===== src/common/lhcr_consts.svh =====
`ifndef LHCR_CONSTS_SVH
`define LHCR_CONSTS_SVH
// Register addresses on the serial register port
`define LHCR_ADDR_CH_CFG 6'h1e
`define LHCR_ADDR_FAULT_CFG 6'h1f
`define LHCR_ADDR_EXT_LOW 6'h20
`define LHCR_ADDR_EXT_HIGH 6'h21
`define LHCR_ADDR_FILT_LOW 6'h22
`define LHCR_ADDR_FILT_HIGH 6'h23
// Reset values
`define LHCR_CH_CFG_RST 8'h00
`define LHCR_FAULT_CFG_RST 8'h00
// Channel config field positions
`define LHCR_BIT_CH1_EN 0
`define LHCR_BIT_CH1_INTPWM 1
`define LHCR_BIT_CH2_EN 3
`define LHCR_BIT_EXT_SEL 6
// Fault config field positions
`define LHCR_BIT_CH1_LS 0
`define LHCR_BIT_CH1_HS 1
`define LHCR_BIT_CH1_TS 2
`define LHCR_BIT_CH2_LS 3
`define LHCR_BIT_CH2_HS 4
`define LHCR_BIT_CH2_TS 5
`define LHCR_TIMER_MSB 7
`define LHCR_TIMER_LSB 6
// Fault timer base limit in microseconds (3.6 ms), doubled per code step
`define LHCR_TIMER_BASE_US 3600
`define LHCR_CLK_MHZ 250
`define LHCR_TIMER_BASE_CYC (`LHCR_TIMER_BASE_US * `LHCR_CLK_MHZ)
`endif


===== src/common/lhcr_pkg.sv =====
package lhcr_pkg;
	typedef struct packed {
		logic thermal;
		logic high_limit;
		logic low_limit;
	} lhcr_fault_t;
	typedef struct packed {
		logic [5:0] addr;
		logic wr;
		logic rd;
		logic [7:0] wdata;
	} lhcr_req_t;
	typedef enum logic [1:0] {
		LHCR_RUN = 2'b00,
		LHCR_WAIT = 2'b01,
		LHCR_LATCHED = 2'b10
	} lhcr_state_t;
endpackage : lhcr_pkg


===== src/rtl/lhcr_fault_timer.sv =====
`timescale 1ns/10ps
`include "lhcr_consts.svh"
// Overcurrent fault timer; limit doubles with each step of the limit code
module lhcr_fault_timer #(
	parameter int unsigned BASE_CYC = `LHCR_TIMER_BASE_CYC
) (
	input wire logic i_clk,
	input wire logic i_nrst,
	input wire logic i_start,
	input wire logic [1:0] i_limit,
	output logic o_expired
);
	logic [25:0] cnt_ff;
	logic running_ff;
	logic [25:0] limit;

	assign limit = 26'(BASE_CYC) << i_limit;

	always_ff @(posedge i_clk or negedge i_nrst) begin
		if (!i_nrst) begin
			cnt_ff <= 26'h000_0000;
			running_ff <= 1'b0;
			o_expired <= 1'b0;
		end else begin
			o_expired <= 1'b0;
			if (i_start) begin
				cnt_ff <= 26'h000_0001;
				running_ff <= 1'b1;
			end else if (running_ff) begin
				if (cnt_ff >= limit) begin
					running_ff <= 1'b0;
					o_expired <= 1'b1;
				end else begin
					cnt_ff <= cnt_ff + 26'h000_0001;
				end
			end
		end
	end
endmodule : lhcr_fault_timer


===== src/rtl/lhcr_channel_guard.sv =====
`timescale 1ns/10ps
`include "lhcr_consts.svh"
// Per-channel limp-home fault response: auto-restart or latch-off
module lhcr_channel_guard #(
	parameter int unsigned BASE_CYC = `LHCR_TIMER_BASE_CYC
) (
	input wire logic i_clk,
	input wire logic i_nrst,
	input wire logic i_enable,
	input wire lhcr_pkg::lhcr_fault_t i_fault,
	input wire lhcr_pkg::lhcr_fault_t i_latch_sel,
	input wire logic [1:0] i_limit,
	output logic o_run,
	output logic o_clear_en
);
	lhcr_pkg::lhcr_state_t state_ff;
	lhcr_pkg::lhcr_state_t nxt_state;
	logic switch_current_limit;
	logic latch_now;
	logic start;
	logic expired;

	assign switch_current_limit = i_fault.high_limit | i_fault.low_limit;
	assign latch_now = (i_fault.thermal & i_latch_sel.thermal)
		| (i_fault.high_limit & i_latch_sel.high_limit)
		| (i_fault.low_limit & i_latch_sel.low_limit);
	assign start = (state_ff == lhcr_pkg::LHCR_RUN) && switch_current_limit && !latch_now;

	lhcr_fault_timer #(.BASE_CYC(BASE_CYC)) u_timer (
		.i_clk(i_clk),
		.i_nrst(i_nrst),
		.i_start(start),
		.i_limit(i_limit),
		.o_expired(expired)
	);

	always_comb begin
		nxt_state = state_ff;
		o_clear_en = 1'b0;
		case (state_ff)
			lhcr_pkg::LHCR_RUN: begin
				if (latch_now) begin
					nxt_state = lhcr_pkg::LHCR_LATCHED;
					o_clear_en = 1'b1;
				end else if (switch_current_limit) begin
					nxt_state = lhcr_pkg::LHCR_WAIT;
				end
			end
			lhcr_pkg::LHCR_WAIT: begin
				if (latch_now) begin
					nxt_state = lhcr_pkg::LHCR_LATCHED;
					o_clear_en = 1'b1;
				end else if (expired) begin
					nxt_state = lhcr_pkg::LHCR_RUN;
				end
			end
			lhcr_pkg::LHCR_LATCHED: begin
				if (!i_enable) begin
					nxt_state = lhcr_pkg::LHCR_RUN;
				end
			end
			default: nxt_state = lhcr_pkg::LHCR_RUN;
		endcase
	end

	always_ff @(posedge i_clk or negedge i_nrst) begin
		if (!i_nrst) begin
			state_ff <= lhcr_pkg::LHCR_RUN;
		end else begin
			state_ff <= nxt_state;
		end
	end

	// Thermal auto-restart follows the detector's own hysteresis level
	assign o_run = i_enable && (state_ff == lhcr_pkg::LHCR_RUN) && !i_fault.thermal && !switch_current_limit;
endmodule : lhcr_channel_guard


===== src/rtl/lhcr_limp_regs.sv =====
`timescale 1ns/10ps
`include "lhcr_consts.svh"
// Functional notes
// - Channel config bit 1 picks internal PWM (1) or external dim input (0)
// - Channel config bit 0 runs channel 1 in limp-home; resets to 0
// - Fault config bits 7-6 pick overcurrent timer 3.6, 7.2, 14.4, 28.8 ms
// - Bit 5: channel 2 thermal shutdown auto-restarts (0) or latches off (1)
// - Bit 4: channel 2 high-side limit auto-restarts after timer or latches off
// - Bit 3: channel 2 low-side limit auto-restarts after timer or latches off
// - Bit 2: channel 1 thermal shutdown auto-restarts or latches off
// - Bit 1: channel 1 high-side limit auto-restarts after timer or latches off
// - Bit 0: channel 1 low-side limit auto-restarts after timer or latches off
// - External reference is digitised to a 10-bit code, 2.45/1023 V per step
// - External reference low byte gives code bits 1-0; bits 7-2 read zero
// - External reference high byte gives code bits 9-2; read-only
// - Filtered low byte updates only when filtered high byte is read
// - External-reference select makes the digitised reference the current setting
module lhcr_limp_regs #(
	parameter int unsigned BASE_CYC = `LHCR_TIMER_BASE_CYC
) (
	input wire logic i_clk,
	input wire logic i_nrst,
	input wire lhcr_pkg::lhcr_req_t i_req,
	input wire logic [9:0] i_ext_ref_code,
	input wire logic i_ext_ref_valid,
	input wire logic [9:0] i_filt_ref_code,
	input wire logic [9:0] i_ch1_int_current,
	input wire logic [9:0] i_ch2_int_current,
	input wire lhcr_pkg::lhcr_fault_t i_ch1_fault,
	input wire lhcr_pkg::lhcr_fault_t i_ch2_fault,
	output logic [7:0] o_rdata,
	output logic o_rvalid,
	output logic o_ch1_run,
	output logic o_ch2_run,
	output logic o_ch1_internal_dim_select,
	output logic [9:0] o_ch1_current_setting,
	output logic [9:0] o_ch2_current_setting,
	output logic [1:0] o_overcurrent_timer_limit
);
	logic [7:0] ch_cfg_ff;
	logic [7:0] fault_cfg_ff;
	logic [9:0] ext_ref_ff;
	logic [1:0] filt_low_ff;
	logic ch1_clear;
	logic ch2_clear;
	logic ch1_run;
	logic ch2_run;
	lhcr_pkg::lhcr_fault_t ch1_sel;
	lhcr_pkg::lhcr_fault_t ch2_sel;

	function automatic logic hit(input logic [5:0] a, input logic [5:0] target);
		hit = (a == target);
	endfunction : hit

	// Software enable bits; a latch-off clear loses to a write in the same cycle
	always_ff @(posedge i_clk or negedge i_nrst) begin
		if (!i_nrst) begin
			ch_cfg_ff <= `LHCR_CH_CFG_RST;
		end else begin
			if (ch1_clear) begin
				ch_cfg_ff[`LHCR_BIT_CH1_EN] <= 1'b0;
			end
			if (ch2_clear) begin
				ch_cfg_ff[`LHCR_BIT_CH2_EN] <= 1'b0;
			end
			if (i_req.wr && hit(i_req.addr, `LHCR_ADDR_CH_CFG)) begin
				ch_cfg_ff <= i_req.wdata;
			end
		end
	end

	always_ff @(posedge i_clk or negedge i_nrst) begin
		if (!i_nrst) begin
			fault_cfg_ff <= `LHCR_FAULT_CFG_RST;
		end else if (i_req.wr && hit(i_req.addr, `LHCR_ADDR_FAULT_CFG)) begin
			fault_cfg_ff <= i_req.wdata;
		end
	end

	// Measurement registers take only converter data; bus writes never reach them
	always_ff @(posedge i_clk or negedge i_nrst) begin
		if (!i_nrst) begin
			ext_ref_ff <= 10'h000;
		end else if (i_ext_ref_valid) begin
			ext_ref_ff <= i_ext_ref_code;
		end
	end

	// Low byte snapshot keeps the pair coherent while the filter moves on
	always_ff @(posedge i_clk or negedge i_nrst) begin
		if (!i_nrst) begin
			filt_low_ff <= 2'h0;
		end else if (i_req.rd && hit(i_req.addr, `LHCR_ADDR_FILT_HIGH)) begin
			filt_low_ff <= i_filt_ref_code[1:0];
		end
	end

	always_ff @(posedge i_clk or negedge i_nrst) begin
		if (!i_nrst) begin
			o_rdata <= 8'h00;
			o_rvalid <= 1'b0;
		end else begin
			o_rvalid <= i_req.rd;
			if (i_req.rd) begin
				case (i_req.addr)
					`LHCR_ADDR_CH_CFG: o_rdata <= ch_cfg_ff;
					`LHCR_ADDR_FAULT_CFG: o_rdata <= fault_cfg_ff;
					`LHCR_ADDR_EXT_LOW: o_rdata <= {6'h00, ext_ref_ff[1:0]};
					`LHCR_ADDR_EXT_HIGH: o_rdata <= ext_ref_ff[9:2];
					`LHCR_ADDR_FILT_LOW: o_rdata <= {6'h00, filt_low_ff};
					`LHCR_ADDR_FILT_HIGH: o_rdata <= i_filt_ref_code[9:2];
					default: o_rdata <= 8'h00;
				endcase
			end
		end
	end

	assign ch1_sel = '{thermal: fault_cfg_ff[`LHCR_BIT_CH1_TS],
		high_limit: fault_cfg_ff[`LHCR_BIT_CH1_HS],
		low_limit: fault_cfg_ff[`LHCR_BIT_CH1_LS]};
	assign ch2_sel = '{thermal: fault_cfg_ff[`LHCR_BIT_CH2_TS],
		high_limit: fault_cfg_ff[`LHCR_BIT_CH2_HS],
		low_limit: fault_cfg_ff[`LHCR_BIT_CH2_LS]};

	lhcr_channel_guard #(.BASE_CYC(BASE_CYC)) u_ch1 (
		.i_clk(i_clk),
		.i_nrst(i_nrst),
		.i_enable(ch_cfg_ff[`LHCR_BIT_CH1_EN]),
		.i_fault(i_ch1_fault),
		.i_latch_sel(ch1_sel),
		.i_limit(fault_cfg_ff[`LHCR_TIMER_MSB:`LHCR_TIMER_LSB]),
		.o_run(ch1_run),
		.o_clear_en(ch1_clear)
	);

	lhcr_channel_guard #(.BASE_CYC(BASE_CYC)) u_ch2 (
		.i_clk(i_clk),
		.i_nrst(i_nrst),
		.i_enable(ch_cfg_ff[`LHCR_BIT_CH2_EN]),
		.i_fault(i_ch2_fault),
		.i_latch_sel(ch2_sel),
		.i_limit(fault_cfg_ff[`LHCR_TIMER_MSB:`LHCR_TIMER_LSB]),
		.o_run(ch2_run),
		.o_clear_en(ch2_clear)
	);

	always_ff @(posedge i_clk or negedge i_nrst) begin
		if (!i_nrst) begin
			o_ch1_run <= 1'b0;
			o_ch2_run <= 1'b0;
			o_ch1_internal_dim_select <= 1'b0;
			o_overcurrent_timer_limit <= 2'h0;
		end else begin
			o_ch1_run <= ch1_run;
			o_ch2_run <= ch2_run;
			o_ch1_internal_dim_select <= ch_cfg_ff[`LHCR_BIT_CH1_INTPWM];
			o_overcurrent_timer_limit <= fault_cfg_ff[`LHCR_TIMER_MSB:`LHCR_TIMER_LSB];
		end
	end

	always_ff @(posedge i_clk or negedge i_nrst) begin
		if (!i_nrst) begin
			o_ch1_current_setting <= 10'h000;
			o_ch2_current_setting <= 10'h000;
		end else if (ch_cfg_ff[`LHCR_BIT_EXT_SEL]) begin
			o_ch1_current_setting <= ext_ref_ff;
			o_ch2_current_setting <= ext_ref_ff;
		end else begin
			o_ch1_current_setting <= i_ch1_int_current;
			o_ch2_current_setting <= i_ch2_int_current;
		end
	end
endmodule : lhcr_limp_regs


===== config.mk =====
export PLATFORM = sky130hd
export DESIGN_NAME = lhcr_limp_regs
export DESIGN_NICKNAME = d
export VERILOG_FILES = /design/src/common/lhcr_pkg.sv /design/src/rtl/lhcr_fault_timer.sv /design/src/rtl/lhcr_channel_guard.sv /design/src/rtl/lhcr_limp_regs.sv
export VERILOG_INCLUDE_DIRS = /design/src /design/src/common
export SDC_FILE = /design/constraint.sdc
export NUM_CORES = 1
export LEC_CHECK = 0
export ABC_AREA = 1
export BUFFER_PORTS_ARGS = -buffer_cell sky130_fd_sc_hd__clkbuf_2
export CAP_MARGIN = 15
export CORE_MARGIN = 2
export CORE_UTILIZATION = 45
export CTS_CLUSTER_SIZE = 14
export DETAILED_ROUTE_END_ITERATION = 10
export PLACE_DENSITY = 0.64
export SETUP_SLACK_MARGIN = 0.2
export SYNTH_ARGS = -nofsm -noshare
export SYNTH_HDL_FRONTEND = slang
export SYNTH_SLANG_ARGS = --single-unit

===== constraint.sdc =====
create_clock -name i_clk -period 2.8 [get_ports i_clk]
set_clock_uncertainty 0.15 [all_clocks]
set_input_delay 0.56 -clock i_clk [delete_from_list [all_inputs] [get_ports i_clk]]
set_output_delay 0.56 -clock i_clk [all_outputs]
set_load 0.1 [all_outputs]

# Word-level counts from Yosys, hierarchy flattened

Index checks and enable logic that the tools add are counted.

Word-level logic and storage cells: 128
Bits of input ports: 65
Bits in registers: 122
Output and inout bits: 34

Muxes and demuxes: 40
Bitwise logic cells: 12
Magnitude comparators: 2
Reduce and logical (&&, ||, !) cells: 31
Add/sub/neg operators: 2
Equal/unequal tests: 18
Shift operators: 1

Operators by type and width:

| kind                    | count |
|---|---|
| $mux W26                | 6 |
| $add A26 B1 Y26 const B | 2 |
| $ge A26 B26 Y1          | 2 |
| $pmux W8 S6             | 1 |
| $shl A20 B2 Y26 const A | 1 |
| $eq A6 B6 Y1 const B    | 4 |
| $mux W10                | 2 |
| $mux W2                 | 10 |
| $mux W1                 | 18 |
| $logic_and A1 B1 Y1     | 13 |
| $eq A6 B5 Y1 const B    | 2 |
| $pmux W2 S3             | 2 |
| $reduce_bool A2 Y1      | 4 |
| $and A1 B1 Y1           | 6 |
| $logic_not A1 Y1        | 6 |
| $ne A3 B1 Y1 const B    | 2 |
| $ne A3 B2 Y1 const B    | 2 |
| $or A1 B1 Y1            | 6 |
| $reduce_and A3 Y1       | 2 |
| $eq A2 B1 Y1 const B    | 2 |
| $eq A2 B2 Y1 const B    | 2 |
| $logic_not A2 Y1        | 2 |
| $mux W4                 | 1 |
| $ne A2 B1 Y1 const B    | 2 |
| other kinds (3)         | 6 |

# Logic depth before layout (Yosys ltp)

Depth in word-level cells: 7
Depth in mapped cells: 18
Mapped depth without buffers: 17

# By module

Synthesis repeated with hierarchy kept, for this count alone.

Cells, all modules: 1,112
Area, all modules: 8,504.4 µm²

Modules (own cells, without submodules):

| module                            | times used | cells each | area each (µm²) |
|---|---|---|---|
| lhcr_fault_timer at u_ch2.u_timer | 1          | 406        | 2,775.2 |
| lhcr_limp_regs                    | 1          | 281        | 2,761.4 |
| lhcr_fault_timer at u_ch1.u_timer | 1          | 379        | 2,660.1 |
| lhcr_channel_guard                | 2          | 23         | 153.9 |

# Worst setup path after synthesis

OpenSTA, ideal clock, no wires.

Path type: reg2reg
From: reg fault_cfg_ff[7]
To: reg u_ch2.u_timer.cnt_ff[16]
Data arrival time: 2.238 ns
Required time: 2.584 ns
Clock period less this slack: 2.454 ns
Slack: 0.346 ns
Path buffers: 1
Stages on the path, launching flop included: 19
Cells stage by stage: dfrtp_1 inv_1 ha_1 inv_2 ha_1 nand2_1 inv_1 nor2_1 nand2_1 nand2_1 nand2_1 nand2_1 nand2_1 nand2_2 nand3_2 nand2_4 buf_6 nand3_2 nand2_1

Cells in the longest elaborated chain, start to end: 4

Ends and longest elaborated chain:

| item                               | RTL line               | RTL |
|---|---|---|
| start, declared                    | lhcr_limp_regs.sv:41   | `logic [7:0] fault_cfg_ff;` |
| start signal, assigned             | lhcr_limp_regs.sv:74   | `` fault_cfg_ff <= `LHCR_FAULT_CFG_RST; `` |
| start signal, assigned             | lhcr_limp_regs.sv:76   | `fault_cfg_ff <= i_req.wdata;` |
| $shl A20 B2 Y26                    | lhcr_fault_timer.sv:17 | `assign limit = 26'(BASE_CYC) << i_limit;` |
| $ge A26 B26 Y1                     | lhcr_fault_timer.sv:30 | `if (cnt_ff >= limit) begin` |
| $ne A2 B1 Y1 (no source line)      | n/a                    |  |
| $reduce_and A2 Y1 (no source line) | n/a                    |  |
| end signal, assigned               | lhcr_fault_timer.sv:34 | `cnt_ff <= cnt_ff + 26'h000_0001;` |
| end, declared                      | lhcr_fault_timer.sv:13 | `logic [25:0] cnt_ff;` |

Every way passes these cells.
A chain may end at the register's enable or synchronous reset.

# Final worst setup path

From: reg fault_cfg_ff[6]
To: reg u_ch2.u_timer.cnt_ff[20]

Same word-level chain as after synthesis.

==> results.sh <==
export IMPL_layout_worst_path_cycle_share_pct=89.3
export IMPL_tritoncts_clock_tree="yes"
export IMPL_total_leakage_power_nw=4.86
export IMPL_post_place_ws_ns=0.0784
export IMPL_cts_buffer_depth=2
export IMPL_report_final_setup_viol=0
export IMPL_nNetsFinal=1254
export IMPL_initial_utilization_pct=45.8
export IMPL_cts_hold_fix_buffers=0
export IMPL_final_util_pct=56.5
export IMPL_route_antenna_remaining_nets=0
export IMPL_finished_layout_cells=1394
export IMPL_maxCapViolations=0
export IMPL_drt_total_wl_mm=21.2
export IMPL_routedWlPerCell_um=15.2
export IMPL_areaGrowthSynthToFinish_pct=23.3
export IMPL_cts_inserted_buffers=17
export IMPL_yosysWarnings=0
export IMPL_grt_most_used_layer="met2"
export IMPL_area_of_the_mapped_netlist_mm2=0.00757
export IMPL_grt_util_met3_pct=4.34
export IMPL_grt_pass1_wl_mm=34.0
export IMPL_boundaryPins=99
export IMPL_detailedRoute_firstIterationViolations=511
export IMPL_worst_path_buf_inv=3
export IMPL_clkSinkCount=122
export IMPL_timing_max_slew_rel_slack_pct=55.4
export IMPL_hold_ws_ns=0.0758
export IMPL_synth_area_leader_cell="sky130_fd_sc_hd__dfrtp_1"
export IMPL_cell_chain_critical_path="inv_4 -> ha_4 -> inv_4 -> ha_4 -> nand2_2 -> nand2_1 -> nor2_1 -> nand2_1 -> nand2_1 -> nand2_1 -> nand2_1 -> nand2_2 -> nand2_4 -> nand4_4 -> clkbuf_16 -> nand3_1 -> nand2_1"
export IMPL_cts_root_buf="sky130_fd_sc_hd__clkbuf_16"
export IMPL_fp_dieArea_mm2=0.0179
export IMPL_final_min_clock_period_ns=2.50
export IMPL_synthAdderAreaFrac_pct=4.46
export IMPL_multiplexer_fraction_of_the_synthesized_cell_area_pct=0.446
export IMPL_synth_cell_type_count=44
export IMPL_synth_compound_area_share_pct=6.10
export IMPL_unrepaired_setup_endpoints_after_global_routing="true"
export IMPL_cpMaxStageDelayCell="sky130_fd_sc_hd__dfrtp_2"
export IMPL_setup_tns_ns=0
export IMPL_floorplan_die_height_um=134
export IMPL_power_density_mw_per_mm2=637
export IMPL_synthDominantCellAreaShare_pct=40.3
export IMPL_grt_pass1_vias=6655
export IMPL_placed_cell_area_mm2=0.00830
export IMPL_most_common_layout_cells="352 x sky130_fd_sc_hd__nand2_1, 120 x sky130_fd_sc_hd__dfrtp_1, 112 x sky130_fd_sc_hd__inv_1"
export IMPL_syn_mean_instance_area_um2=7.24
export IMPL_outcome="completed"
export IMPL_critPathCaptureType="flop"
export IMPL_drive_gt1_share_pct=19.8
export IMPL_worst_path_top_cell_family_by_delay="simple AND/OR/NAND/NOR gates"
export IMPL_dominant_combinational_cell_family_by_area_after_synthesis="simple AND/OR/NAND/NOR gates"
export IMPL_crit_path_frequent_cell="sky130_fd_sc_hd__nand2_1"
export IMPL_final_hold_viol_count=0
export IMPL_num_antenna_cells=0
export IMPL_synth_area_top_cells="sky130_fd_sc_hd__dfrtp_1 40%, sky130_fd_sc_hd__nand2_1 18%, sky130_fd_sc_hd__nand3_1 6.5%"
export IMPL_grtUsageMet2_pct=37.8
export IMPL_worst_ep_required_time_ns=2.96
export IMPL_synth_async_sr_flop_share_pct=100
export IMPL_antenna_found_initial=0
export IMPL_postSynthRegisterBits=122
export IMPL_tightest_slew_ns=0.668
export IMPL_critical_path_max_stage_delay_ns=0.48
export IMPL_synth_xor_area_share_pct=2.55
export IMPL_clk_pin_slew_ns=0.06
export IMPL_num_vias=7169
export IMPL_port_buffers=98
export IMPL_first_pass_iters=6
export IMPL_worstPathArrival_ns=2.66
export IMPL_total_power_mw=5.95
export IMPL_critPathLaunchType="flop"
export IMPL_syn_instance_count=1046
export IMPL_via_cell_ratio=5.14
export IMPL_achievable_clock_frequency_ghz=0.400
export IMPL_maxSlewViolCount=0
export IMPL_yosys_area_share_simple_pct=37.3
export IMPL_count_of_flip_flops_with_a_built_in_enable_after_synthesis=0
export IMPL_crit_path_max_fanout=8
export IMPL_overflow=0
export IMPL_gr_layer_usage_met1_pct=33.0
export IMPL_floorplan_rows=47
export IMPL_worstSkewPairLatency_ns=0.42
export IMPL_worst_hold_path_type="in2async"
export IMPL_gr_usage_all_layers_pct=23.9
export IMPL_synthesis_nets=1138
export IMPL_htree_num_levels=4
export IMPL_floorplan_core_area_mm2=0.0165
export IMPL_layout_commonest_cell="sky130_fd_sc_hd__nand2_1"
export IMPL_detailed_place_hpwl_mm=14.8
export IMPL_placed_cells=1349
export IMPL_finalWeightedCongestion=0.942
export IMPL_die_width_um=134
export IMPL_grt_max_degree=123
export IMPL_detail_route_drc_violations=0
export IMPL_stdcell_area_mm2=0.00934
export IMPL_setup_worst_path_class="reg2reg"
export IMPL_setup_ws_ns=0.300
export IMPL_dominantRegCellSynth="sky130_fd_sc_hd__dfrtp_1"
export IMPL_fraction_of_the_yosys_area_taken_by_sequential_cells_pct=40.3
export IMPL_vdd_ir_drop_worst_v=0.000458
[report_power, final]
part,switching (mW),internal [mW]
sequential,0.151,1.94
combinational,1.05,0.384
clock,0.834,1.58
total,2.04,3.91
[layout make-up]
| cell class | instances | area [µm²] |
|---|---|---|
| clock buffer | 18 | 429 |
| clock inverter | 13 | 215 |
| fill | 1542 | 7190 |
| inverter | 123 | 474 |
| multi-input combinational | 771 | 4110 |
| sequential | 122 | 3060 |
| tap | 220 | 275 |
| timing repair buffer | 127 | 781 |
[worst paths after layout]
check	startpoint	end	slack (ns)	depth (start not counted)
max	fault_cfg_ff[6]	u_ch2.u_timer.cnt_ff[20]	0.30	17
min	i_nrst	o_ch1_current_setting[0]	0.08	2
max reg2reg	fault_cfg_ff[6]	u_ch2.u_timer.cnt_ff[20]	0.30	17
min reg2reg	ch_cfg_ff[1]	o_ch1_internal_dim_select	0.28	0
max in group asynchronous	i_nrst	fault_cfg_ff[7]	1.93	2
min in group i_clk	i_ch2_fault[2]	o_ch2_run	0.17	2
[state kept, by name (all words and copies together) (netlist names), 8 cells and up]
| signal | cells |
|---|---|
| u_ch1.u_timer.cnt_ff | 26 |
| u_ch2.u_timer.cnt_ff | 26 |
| ext_ref_ff | 10 |
| o_ch1_current_setting | 10 |
| o_ch2_current_setting | 10 |
| ch_cfg_ff | 8 |
| fault_cfg_ff | 8 |
| o_rdata | 8 |
[cell usage after synthesis (2+ instances only)]
| library cell | instances |
|---|---|
| sky130_fd_sc_hd__nand3_2 | 13 |
| sky130_fd_sc_hd__buf_2 | 12 |
| sky130_fd_sc_hd__inv_2 | 4 |
| sky130_fd_sc_hd__o31ai_1 | 6 |
| sky130_fd_sc_hd__nor3_1 | 22 |
| sky130_fd_sc_hd__ha_1 | 27 |
| sky130_fd_sc_hd__o21bai_1 | 3 |
| sky130_fd_sc_hd__nand3_1 | 98 |
| sky130_fd_sc_hd__nor3_2 | 3 |
| sky130_fd_sc_hd__nand4_1 | 32 |
| sky130_fd_sc_hd__o2111ai_1 | 3 |
| sky130_fd_sc_hd__buf_6 | 6 |
| sky130_fd_sc_hd__inv_1 | 116 |
| sky130_fd_sc_hd__clkinv_1 | 3 |
| sky130_fd_sc_hd__nor3b_1 | 2 |
| sky130_fd_sc_hd__nor2_1 | 88 |
| sky130_fd_sc_hd__a221oi_1 | 4 |
| sky130_fd_sc_hd__dfrtp_1 | 122 |
| sky130_fd_sc_hd__o21ai_0 | 41 |
| sky130_fd_sc_hd__nand2_2 | 5 |
| sky130_fd_sc_hd__mux2_2 | 3 |
| sky130_fd_sc_hd__nor4_1 | 3 |
| sky130_fd_sc_hd__a31o_2 | 2 |
| sky130_fd_sc_hd__xnor2_1 | 3 |
| sky130_fd_sc_hd__nor2_2 | 8 |
| sky130_fd_sc_hd__a21oi_1 | 13 |
| sky130_fd_sc_hd__clkbuf_1 | 13 |
| sky130_fd_sc_hd__xor2_1 | 19 |
| sky130_fd_sc_hd__nand4_4 | 2 |
| sky130_fd_sc_hd__nand2_1 | 356 |
[layer usage]
| layer | wire (µm) | share of wire (%) |
|---|---|---|
| met2 | 9800 | 46 |
| met5 | 0 | 0 |
| met3 | 1380 | 6.5 |
| met1 | 9650 | 46 |
| met4 | 344 | 1.6 |
[kinds of logic after synthesis]
family | Yosys count
fa+ha+maj | 27
buf+inv | 157
flops | 122
mux | 3
compound gates | 78
xor+xnor | 22
simple gates | 637
[repair_timing]
item / 4_1_cts / 5_1_grt
resized for setup: 3 / 45
setup endpoints to repair: 47 / 56
setup buffers: 2 / 7
endpoints found under the hold margin: 0 / 0
pin swaps: 0 / 21
cloned: 1 / 4
Power figures use the tool's default switching activity.
